File: src/include/cnis_params.svh
// Offsets, field positions, reset values and bus answers of the event status block.
// Assumes inclusion by bare name from the package and the design files.
`ifndef CNIS_PARAMS_SVH
`define CNIS_PARAMS_SVH

// ****************************************************************
// Register byte addresses
// ****************************************************************
`define CNIS_ADDR_W          12
`define CNIS_ADDR_STATUS     12'h030
`define CNIS_ADDR_STAT_EN    12'h034
`define CNIS_ADDR_SIG_EN     12'h038
`define CNIS_ADDR_PIN_CTRL   12'h03c

// ****************************************************************
// Status field positions
// ****************************************************************
`define CNIS_BIT_CMD_DONE    0
`define CNIS_BIT_XFER_DONE   1
`define CNIS_BIT_BLK_GAP     2
`define CNIS_BIT_DMA         3
`define CNIS_BIT_BUF_WR_RDY  4
`define CNIS_BIT_BUF_RD_RDY  5
`define CNIS_BIT_CARD_INS    6
`define CNIS_BIT_CARD_REM    7
`define CNIS_BIT_CARD_IRQ    8
`define CNIS_BIT_PIN_A       9
`define CNIS_BIT_PIN_B       10
`define CNIS_BIT_PIN_C       11
`define CNIS_BIT_RECAL       12
`define CNIS_BIT_ERR_SUM     15
`define CNIS_W1C_MASK        16'h00ff
`define CNIS_RSVD_MASK       16'h6000

// ****************************************************************
// Reset values and bus answers
// ****************************************************************
`define CNIS_RST_STATUS      16'h0000
`define CNIS_RST_STAT_EN     16'h0000
`define CNIS_RST_SIG_EN      16'h0000
`define CNIS_RST_PIN_CTRL    3'h0
`define CNIS_PIN_IDLE        4'hf
`define CNIS_RESP_OKAY       2'h0
`define CNIS_RESP_SLVERR     2'h2

`endif

File: src/include/cnis_pkg.sv
// State types of the event status block and its pin filter.
// Assumes cnis_params.svh is on the include path.
`include "cnis_params.svh"

package cnis_pkg;

  // Four filtered pins: card interrupt line and shared pins A, B and C.
  typedef struct packed {
    logic [3:0] ff1;
    logic [3:0] ff2;
    logic [3:0] ff3;
    logic [3:0] stable;
  } cnis_sync_st_t;

  typedef struct packed {
    logic                    aw_have;
    logic [`CNIS_ADDR_W-1:0] aw_addr;
    logic                    w_have;
    logic [31:0]             w_data;
    logic [3:0]              w_strb;
    logic                    awready;
    logic                    wready;
    logic                    bvalid;
    logic [1:0]              bresp;
    logic                    arready;
    logic                    rvalid;
    logic [31:0]             rdata;
    logic [1:0]              rresp;
    logic [15:0]             status;
    logic [15:0]             stat_en;
    logic [15:0]             sig_en;
    logic [2:0]              pin_en;
    logic                    recal_prev;
    logic                    irq;
  } cnis_st_t;

endpackage : cnis_pkg

File: src/rtl/cnis_sync.sv
// Three-stage filter for the active-low pins that arrive from outside the clock domain.
// Assumes pins idle high; a change is accepted once the second and third stages agree.
`timescale 1ns/10ps
`include "cnis_params.svh"

module cnis_sync (
  input  wire logic       clk,
  input  wire logic       rst_n,
  input  wire logic [3:0] pin_in,
  output logic      [3:0] pin_out
);

  cnis_pkg::cnis_sync_st_t s_q;
  cnis_pkg::cnis_sync_st_t s_d;

  // The first stage feeds only the second stage; the agreement test uses stages two and three.
  always_comb begin
    s_d     = s_q;
    s_d.ff1 = pin_in;
    s_d.ff2 = s_q.ff1;
    s_d.ff3 = s_q.ff2;
    for (int i = 0; i < 4; i++) begin
      if (s_q.ff2[i] == s_q.ff3[i]) begin
        s_d.stable[i] = s_q.ff3[i];
      end
    end
  end

  always_ff @(posedge clk or negedge rst_n) begin
    if (!rst_n) begin
      s_q <= {`CNIS_PIN_IDLE, `CNIS_PIN_IDLE, `CNIS_PIN_IDLE, `CNIS_PIN_IDLE};
    end else begin
      s_q <= s_d;
    end
  end

  assign pin_out = s_q.stable;

endmodule : cnis_sync

File: src/rtl/cnis_top.sv
// Normal event status register with status and signal enables behind an AXI4-Lite slave.
// Assumes event pulses and levels come from logic on clk; the pins are asynchronous.
//
// Local design decision: the AXI4-Lite interface to the registers.
`timescale 1ns/10ps
`include "cnis_params.svh"

// Overview of operation
// - Status enable masks read value only.
// - Interrupt when signal-enabled status bit set.
// - Write one clears clearable bits.
// - Writes ignored on cause-cleared bits.
// - One write clears several bits.
// - Card interrupt clears when card releases.
// - Bit 15 summarises error status.
// - Bit 12 sets on recalibrate request rise.
// - Running transfer may finish unrecalibrated.
// - Bit 11 follows enabled pin C low.
// - Bit 10 follows enabled pin B low; unclearable.
// - Bit 9 follows enabled pin A low.
// - Sixteen-bit status at offset 030h, fixed layout.
// - Card interrupt detected without card clock.
module cnis_top (
  input  wire logic                    clk,
  input  wire logic                    rst_n,
  // Event pulses from the controller, one cycle each, bits 7 down to 0.
  input  wire logic [7:0]              evt_pulse,
  input  wire logic                    err_status_any,
  input  wire logic                    sampling_recalibrate_request,
  input  wire logic                    card_irq_n,
  input  wire logic                    pin_a_n,
  input  wire logic                    pin_b_n,
  input  wire logic                    pin_c_n,
  output logic                         irq,
  input  wire logic [`CNIS_ADDR_W-1:0] s_axi_awaddr,
  input  wire logic [2:0]              s_axi_awprot,
  input  wire logic                    s_axi_awvalid,
  output logic                         s_axi_awready,
  input  wire logic [31:0]             s_axi_wdata,
  input  wire logic [3:0]              s_axi_wstrb,
  input  wire logic                    s_axi_wvalid,
  output logic                         s_axi_wready,
  output logic [1:0]                   s_axi_bresp,
  output logic                         s_axi_bvalid,
  input  wire logic                    s_axi_bready,
  input  wire logic [`CNIS_ADDR_W-1:0] s_axi_araddr,
  input  wire logic [2:0]              s_axi_arprot,
  input  wire logic                    s_axi_arvalid,
  output logic                         s_axi_arready,
  output logic [31:0]                  s_axi_rdata,
  output logic [1:0]                   s_axi_rresp,
  output logic                         s_axi_rvalid,
  input  wire logic                    s_axi_rready
);

  // ****************************************************************
  // Pin filtering
  // ****************************************************************
  logic [3:0] pins_s;

  // The card line is filtered on clk, which keeps running while the card clock is stopped.
  cnis_sync u_sync (
    .clk     (clk),
    .rst_n   (rst_n),
    .pin_in  ({pin_c_n, pin_b_n, pin_a_n, card_irq_n}),
    .pin_out (pins_s)
  );

  // ****************************************************************
  // State
  // ****************************************************************
  cnis_pkg::cnis_st_t st_q;
  cnis_pkg::cnis_st_t st_d;

  logic [15:0] wmask;
  logic [15:0] wval;
  logic [15:0] clr;
  logic [15:0] rd_val;
  logic        wr_go;
  logic        wr_hit;
  logic        rd_hit;
  logic        recal_rise;

  // ****************************************************************
  // Next-state logic
  // ****************************************************************
  always_comb begin
    st_d       = st_q;
    wmask      = {{8{st_q.w_strb[1]}}, {8{st_q.w_strb[0]}}};
    wval       = st_q.w_data[15:0];
    clr        = 16'h0000;
    rd_val     = 16'h0000;
    wr_hit     = 1'b0;
    rd_hit     = 1'b0;
    recal_rise = 1'b0;

    // Write address and data are taken independently, in either order.
    if (s_axi_awvalid && st_q.awready) begin
      st_d.aw_have = 1'b1;
      st_d.aw_addr = s_axi_awaddr;
    end
    if (s_axi_wvalid && st_q.wready) begin
      st_d.w_have = 1'b1;
      st_d.w_data = s_axi_wdata;
      st_d.w_strb = s_axi_wstrb;
    end
    wr_go = st_q.aw_have && st_q.w_have && !st_q.bvalid;

    if (wr_go) begin
      st_d.aw_have = 1'b0;
      st_d.w_have  = 1'b0;
      st_d.bvalid  = 1'b1;
      unique case (st_q.aw_addr)
        `CNIS_ADDR_STATUS: begin
          wr_hit = 1'b1;
          // Only the clearable bits take a clear; all ones may go in one access.
          clr    = wval & wmask & `CNIS_W1C_MASK;
        end
        `CNIS_ADDR_STAT_EN: begin
          wr_hit       = 1'b1;
          st_d.stat_en = ((st_q.stat_en & ~wmask) | (wval & wmask)) & ~`CNIS_RSVD_MASK;
        end
        `CNIS_ADDR_SIG_EN: begin
          wr_hit      = 1'b1;
          st_d.sig_en = ((st_q.sig_en & ~wmask) | (wval & wmask)) & ~`CNIS_RSVD_MASK;
        end
        `CNIS_ADDR_PIN_CTRL: begin
          wr_hit = 1'b1;
          if (st_q.w_strb[0]) begin
            st_d.pin_en = st_q.w_data[2:0];
          end
        end
        default: begin
          wr_hit = 1'b0;
        end
      endcase
      st_d.bresp = wr_hit ? `CNIS_RESP_OKAY : `CNIS_RESP_SLVERR;
    end else if (st_q.bvalid && s_axi_bready) begin
      st_d.bvalid = 1'b0;
    end

    // A new address or data beat is accepted only when its holding slot is free.
    st_d.awready = !st_d.aw_have && !st_d.bvalid;
    st_d.wready  = !st_d.w_have && !st_d.bvalid;

    // ****************************************************************
    // Status bits
    // ****************************************************************
    // A pulse in the cycle of a clear keeps its bit set, so no event is lost.
    for (int i = 0; i < 8; i++) begin
      st_d.status[i] = (st_q.status[i] & ~clr[i]) | evt_pulse[i];
    end
    // Level bits follow their cause; the write above never touches them.
    st_d.status[`CNIS_BIT_CARD_IRQ] = ~pins_s[0];
    st_d.status[`CNIS_BIT_PIN_A]    = st_q.pin_en[0] & ~pins_s[1];
    st_d.status[`CNIS_BIT_PIN_B]    = st_q.pin_en[1] & ~pins_s[2];
    st_d.status[`CNIS_BIT_PIN_C]    = st_q.pin_en[2] & ~pins_s[3];
    // The request rising sets the event; it drops only when the request is withdrawn.
    // Nothing here stalls a running transfer, which may complete before recalibration.
    recal_rise      = sampling_recalibrate_request & ~st_q.recal_prev;
    st_d.recal_prev = sampling_recalibrate_request;
    st_d.status[`CNIS_BIT_RECAL] = sampling_recalibrate_request
                                   & (st_q.status[`CNIS_BIT_RECAL] | recal_rise);
    st_d.status[14:13]             = 2'b00;
    st_d.status[`CNIS_BIT_ERR_SUM] = err_status_any;

    // The signal enable alone decides which set bits reach the host line.
    st_d.irq = |(st_d.status & st_d.sig_en);

    // ****************************************************************
    // Read channel
    // ****************************************************************
    if (s_axi_arvalid && st_q.arready) begin
      rd_hit = 1'b1;
      unique case (s_axi_araddr)
        `CNIS_ADDR_STATUS:   rd_val = st_q.status & st_q.stat_en;
        `CNIS_ADDR_STAT_EN:  rd_val = st_q.stat_en;
        `CNIS_ADDR_SIG_EN:   rd_val = st_q.sig_en;
        `CNIS_ADDR_PIN_CTRL: rd_val = {13'h0, st_q.pin_en};
        default: begin
          rd_hit = 1'b0;
          rd_val = 16'h0000;
        end
      endcase
      st_d.rdata   = {16'h0000, rd_val};
      st_d.rresp   = rd_hit ? `CNIS_RESP_OKAY : `CNIS_RESP_SLVERR;
      st_d.rvalid  = 1'b1;
      st_d.arready = 1'b0;
    end else if (st_q.rvalid && s_axi_rready) begin
      st_d.rvalid  = 1'b0;
      st_d.arready = 1'b1;
    end
  end

  // ****************************************************************
  // State register
  // ****************************************************************
  always_ff @(posedge clk or negedge rst_n) begin
    if (!rst_n) begin
      st_q            <= '0;
      st_q.awready    <= 1'b1;
      st_q.wready     <= 1'b1;
      st_q.arready    <= 1'b1;
      st_q.status     <= `CNIS_RST_STATUS;
      st_q.stat_en    <= `CNIS_RST_STAT_EN;
      st_q.sig_en     <= `CNIS_RST_SIG_EN;
      st_q.pin_en     <= `CNIS_RST_PIN_CTRL;
    end else begin
      st_q <= st_d;
    end
  end

  // ****************************************************************
  // Outputs
  // ****************************************************************
  assign irq           = st_q.irq;
  assign s_axi_awready = st_q.awready;
  assign s_axi_wready  = st_q.wready;
  assign s_axi_bvalid  = st_q.bvalid;
  assign s_axi_bresp   = st_q.bresp;
  assign s_axi_arready = st_q.arready;
  assign s_axi_rvalid  = st_q.rvalid;
  assign s_axi_rdata   = st_q.rdata;
  assign s_axi_rresp   = st_q.rresp;

endmodule : cnis_top

File: config.mk
export PLATFORM = sky130hd
export DESIGN_NAME = cnis_top
export DESIGN_NICKNAME = d
export VERILOG_FILES = /design/src/include/cnis_pkg.sv /design/src/rtl/cnis_sync.sv /design/src/rtl/cnis_top.sv
export VERILOG_INCLUDE_DIRS = /design/src /design/src/include
export SDC_FILE = /design/constraint.sdc
export NUM_CORES = 1
export LEC_CHECK = 0
export ABC_AREA = 1
export BUFFER_PORTS_ARGS = -buffer_cell sky130_fd_sc_hd__buf_4
export CAP_MARGIN = 20
export CORE_ASPECT_RATIO = 0.6
export CORE_UTILIZATION = 57
export DETAILED_ROUTE_END_ITERATION = 7
export PLACE_DENSITY_LB_ADDON = 0.08
export RECOVER_POWER = 50
export SLEW_MARGIN = 40
export SYNTH_ARGS = -nofsm -noshare
export SYNTH_HDL_FRONTEND = slang
export SYNTH_HIERARCHICAL = 1
export SYNTH_SLANG_ARGS = --single-unit
export TNS_END_PERCENT = 30
File: constraint.sdc
create_clock -name clk -period 3.9 [get_ports clk]
set_clock_uncertainty 0.15 [all_clocks]
set_input_delay 1.17 -clock clk [delete_from_list [all_inputs] [get_ports clk]]
set_output_delay 1.17 -clock clk [all_outputs]
set_load 0.1 [all_outputs]
======== Word-level counts from Yosys, hierarchy flattened ========
Cells that the tools add are included.
word-level totals
  logic and storage cells ................. 121
  output and inout bits ................... 42
  register bits after elaboration ......... 140
  input bits .............................. 87
operators by class
  bitwise gates (word level) .............. 43
  reduce and logical (&&, ||, !) cells .... 19
  equal/unequal tests ..................... 12
  mux-type cells .......................... 21
operators with widths
  cell                                                                     count
  12-bit by 6-bit equality test with 1-bit output (second input constant)  8
  16-bit AND                                                               5
  16-bit case mux with 4 select lines                                      1
  37-bit 2-to-1 mux                                                        1
  16-bit bitwise OR                                                        2
  19-bit 2-to-1 mux                                                        1
  16-bit 2-to-1 mux                                                        1
  8-bit 2-to-1 mux                                                         2
  16-bit inverter                                                          1
  16-bit OR reduction                                                      1
  1-bit AND                                                                13
  13-bit 2-to-1 mux                                                        1
  1-bit inverter                                                           13
  1-bit logical AND                                                        9
  1-bit bitwise OR                                                         9
  1-bit 2-to-1 mux                                                         8
  2-bit 2-to-1 mux                                                         4
  4-bit OR reduction                                                       2
  3-bit 2-to-1 mux                                                         2
  1-bit equality test                                                      4
  1-bit logical NOT                                                        4
  3-bit AND reduction                                                      1
  2-bit AND reduction                                                      1
  2-bit nonzero test                                                       1

======== Depth between registers and ports, before layout ========
  depth in word-level cells ............... 8
  depth in mapped cells ................... 14
  gate-level depth less buffers ........... 13

======== Cells and area by module ========
Netlist, hierarchy kept.
modules (own cells, without submodules)
  module     times used  area each (um^2)  cells an instance  seq. area each (um^2)
  cnis_top   1           4,647.0           568                2,456.1
  cnis_sync  1           515.5             36                 420.4

======== Least setup slack after synthesis ========
OpenSTA, ideal clock, no wires.
  path kind ............................... in2reg
  from .................................... input port s_axi_araddr[1]
  to ...................................... register st_q, in the netlist s_axi_rdata[10]
  arrival ................................. 2,285 ps
  required time ........................... 3,684 ps
  cell stages on the path ................. 7
  path slack .............................. 1,400 ps
  buffers on the path ..................... 1
  setup time .............................. 66 ps
  cell sequence ........................... or2_1 -> nor4_4 -> buf_2 -> nand4_1 -> o211ai_1 -> nand2_1 -> nand2_1
on the way
  word-level cells in the longest chain between the ends .. 2
  elaborated cells on any way between the ends .. 5
  those cells by class .................... eq/ne: 4; mux: 1
RTL lines
  what                                             RTL line         RTL
  start: declaration                               cnis_top.sv:46   input wire logic [`CNIS_ADDR_W-1:0] s_axi_araddr,
  12-bit by 6-bit equality test with 1-bit output  cnis_top.sv:175  unique case (s_axi_araddr)
  16-bit case mux with 4 select lines *            cnis_top.sv:175
  end signal: assignment                           cnis_top.sv:209  st_q <= st_d;
  end: declaration                                 cnis_top.sv:72   cnis_pkg::cnis_st_t st_q;
Mark *: on every way between the ends. The rest lies on a longest branch, timed or not.
A chain may end at the register's enable or synchronous reset.

======== Worst setup path in the final report ========
  from .................................... input port s_axi_araddr[1]
  to ...................................... register st_q, in the netlist s_axi_rdata[2]
Same word-level chain as after synthesis.

==> metrics.txt <==
clock sink total roughly 110; drt drc 22; GRT Util Overall 26.98%; relative slew slack -19.33%; most frequent CP cell nand2_1; Worst Path Required a little over 4000 ps; routed vias 4126; yosys warns 6; total grt overflow 0; maximum net fanout on the critical path 8; Slew @ Worst Pin about 1800 ps; mean cell area of the mapped netlist 8.547 um2; H-tree levels 4; vias in the first global route approximately 3900; most common cell after layout, fill and taps aside nand2_1; Detailed Route Iter0 Violations between 300 and 400; DP Area 5657 um2; nets 761; Setup Buffers After CTS 0; Num CTS Buffers 17; EDFF count, synth 0; Placed Cells incl. Taps around 770; port bufs 82; num rows 26; failing checks design-rule violations, max-capacitance violations, max-slew violations; Top FF cell, synth dfrtp_1; flop2flop setup slack 1380 ps; Die Wd approximately 120 um; asr flop ratio synth 100.0%; CTS tree done; Crit path buffers/inverters 2; run status finished with violations; Via density 5.164; area of the multi-input gates ~1700 um2; crit path launch type primary input; Ports around 130; layout cells sized above 1 19.80%; post-cts resize count 0; crit path DAT between 2000 and 3000 ps; fin crit share just under 70%; endpoint class of the critical path flop; Crit path max-delay family simple AND/OR/NAND/NOR gates; Post-Syn Instances 604; Clock Latency Late Sink about 400 ps; CTS root buf clkbuf_16; first-pass GRT wire length 18960 um; Slew Limit Fails 34; design area between 6000 and 7000 um2; share of the synthesized area in the top cell type between 40% and 50%; setup_tns 0 ps; cell taking the most area after synthesis dfrtp_1; fin crit period 2680 ps; Crit-path slowest cell inv_1; largest net degree at the start of global routing 82; max-cap violation count 1; Power Dens Cells around 660 nW/um2; Synth area leaders dfrtp_1 46%, nand2_1 16%, dfstp_2 9.7%, buf_4 6.1%, inv_1 4.5%; Min-Delay Path Class flop to flop; FMAX ~370 MHz; Worst path max stage delay between 300 and 400 ps; ANT nets after route 0; mapped cell area a little over 5000 um2; WL final between 10000 and 15000 um; Storage cell area between 2000 and 3000 um2; Setup CP Type primary input to flop; clk slew on worst S/H paths approximately 50 ps; gpl congestion around 0.88; First-pass DRT Iterations 7; Post-CTS Hold Buffers 0; core footprint between 8000 and 9000 um2; post-synthesis register bit count roughly 110; most frequent cells in the layout 219 x nand2_1, 95 x dfrtp_1, 76 x buf_4; final std cells w/o fill between 700 and 800; post-synth cell types 28; Initial Util about three fifths; DR WL/cell around 14 um; synthesis-to-finish area growth 22.83%; leakage power 3.316 nW; Fillers 637; DPL Wire Length a little under 8000 um; VDD IR max approximately 420 uV; Final Hold Vio Count 0; RSZ-0062 raised after global routing no; chip height between 70 and 80 um; clock buffer depth 2; Seq/Total Area, Yosys 55.72%; initial antenna violation count 0; DIE AREA between 9000 and 10000 um2; CP cell instances buf_4 > or2_1 > nor4_1 > nand2_1 > inv_1 > nand2_1 > nand2_1 > o21ai_0 > nand2_1; # setup viols final 0; ant diodes 0
-- metal layers --
layer / part of all wire, % / up-vias / GRT usage (%)
li1: - / 2004 / -
met1: 48 / 1937 / 37.94
met2: 43 / 173 / 41.26
met3: 8.0 / 12 / 8.638
met4: 0.90 / 0 / 7.046
met5: 0 / - / 0
-- cell usage after synthesis (4+ instances only) --
| master | n |
|---|---|
| nand2_1 | 219 |
| o211ai_1 | 6 |
| dfrtp_1 | 95 |
| nor2_1 | 29 |
| o21ai_1 | 10 |
| a21oi_1 | 4 |
| dfstp_2 | 19 |
| o21a_1 | 6 |
| clkbuf_1 | 8 |
| inv_1 | 62 |
| nand4_1 | 23 |
| nand3_1 | 22 |
| o21ai_0 | 37 |
| buf_4 | 42 |
-- worst reg2reg max path: cells and delay by family (launching register included) --
kind                   cells  cell delay (ps)
buffers and inverters      3              680
AOI/OAI and AO/OA          1               90
and+or+nand+nor            4             1110
DFF                        1              370
-- final cells by class --
cell class,count,share of cell area [%]
Sequential cell,114,45.36
Clock buffer,23,7.853
Timing Repair Buffer,87,10.32
Inverter,65,3.848
Clock inverter,9,3.118
Tap cell,112,2.210
Multi-Input combinational cell,389,27.29
-- logic make-up (layout without fill, tap and decap cells) --
| group | Yosys count | in the layout | synth area share (%) |
|---|---|---|---|
| flops | 114 | 114 | 55.72 |
| buf+inv | 120 | 184 | 12.00 |
| other cells | 1 | 20 | 0.07264 |
| simple gates | 305 | 305 | 25.38 |
| compound gates | 64 | 64 | 6.835 |
-- path summary, 6_finish.rpt --
path                                       end  depth (start not counted)       startpoint
worst max-delay path            s_axi_rdata[2]                          9  s_axi_araddr[1]
worst min-delay path             u_sync/s_d[4]                          0    u_sync/s_d[8]
worst max register to register            flop                          8     s_axi_bvalid
worst min register to register   u_sync/s_d[4]                          0    u_sync/s_d[8]
max in group asynchronous        s_axi_arready                          2            rst_n
min in group asynchronous            st_q[102]                          1            rst_n
-- report_power, final --
| part | switching, mW | internal, mW | total [mW] | leakage, nW |
|---|---|---|---|---|
| Clock | 0.522 | 1.28 | 1.80 | 0.339 |
| Combinational | 0.666 | 0.195 | 0.861 | 1.57 |
| Sequential | 0.138 | 1.40 | 1.54 | 1.41 |
-- stage by stage --
stage                     power [mW]  setup slack (ps)  utilization [%]  hold WS, ps
after detailed placement       2.417             860.8            65.37        197.3
after floorplan                2.193              1400                -        195.2
after CTS                      4.229              1259            73.41        204.5
final                          4.200              1220            73.28        210.5
after global routing           4.391             952.6            73.28        212.4
after global placement         2.392             904.7            65.37        195.6
(Power assumes the default switching activity.)
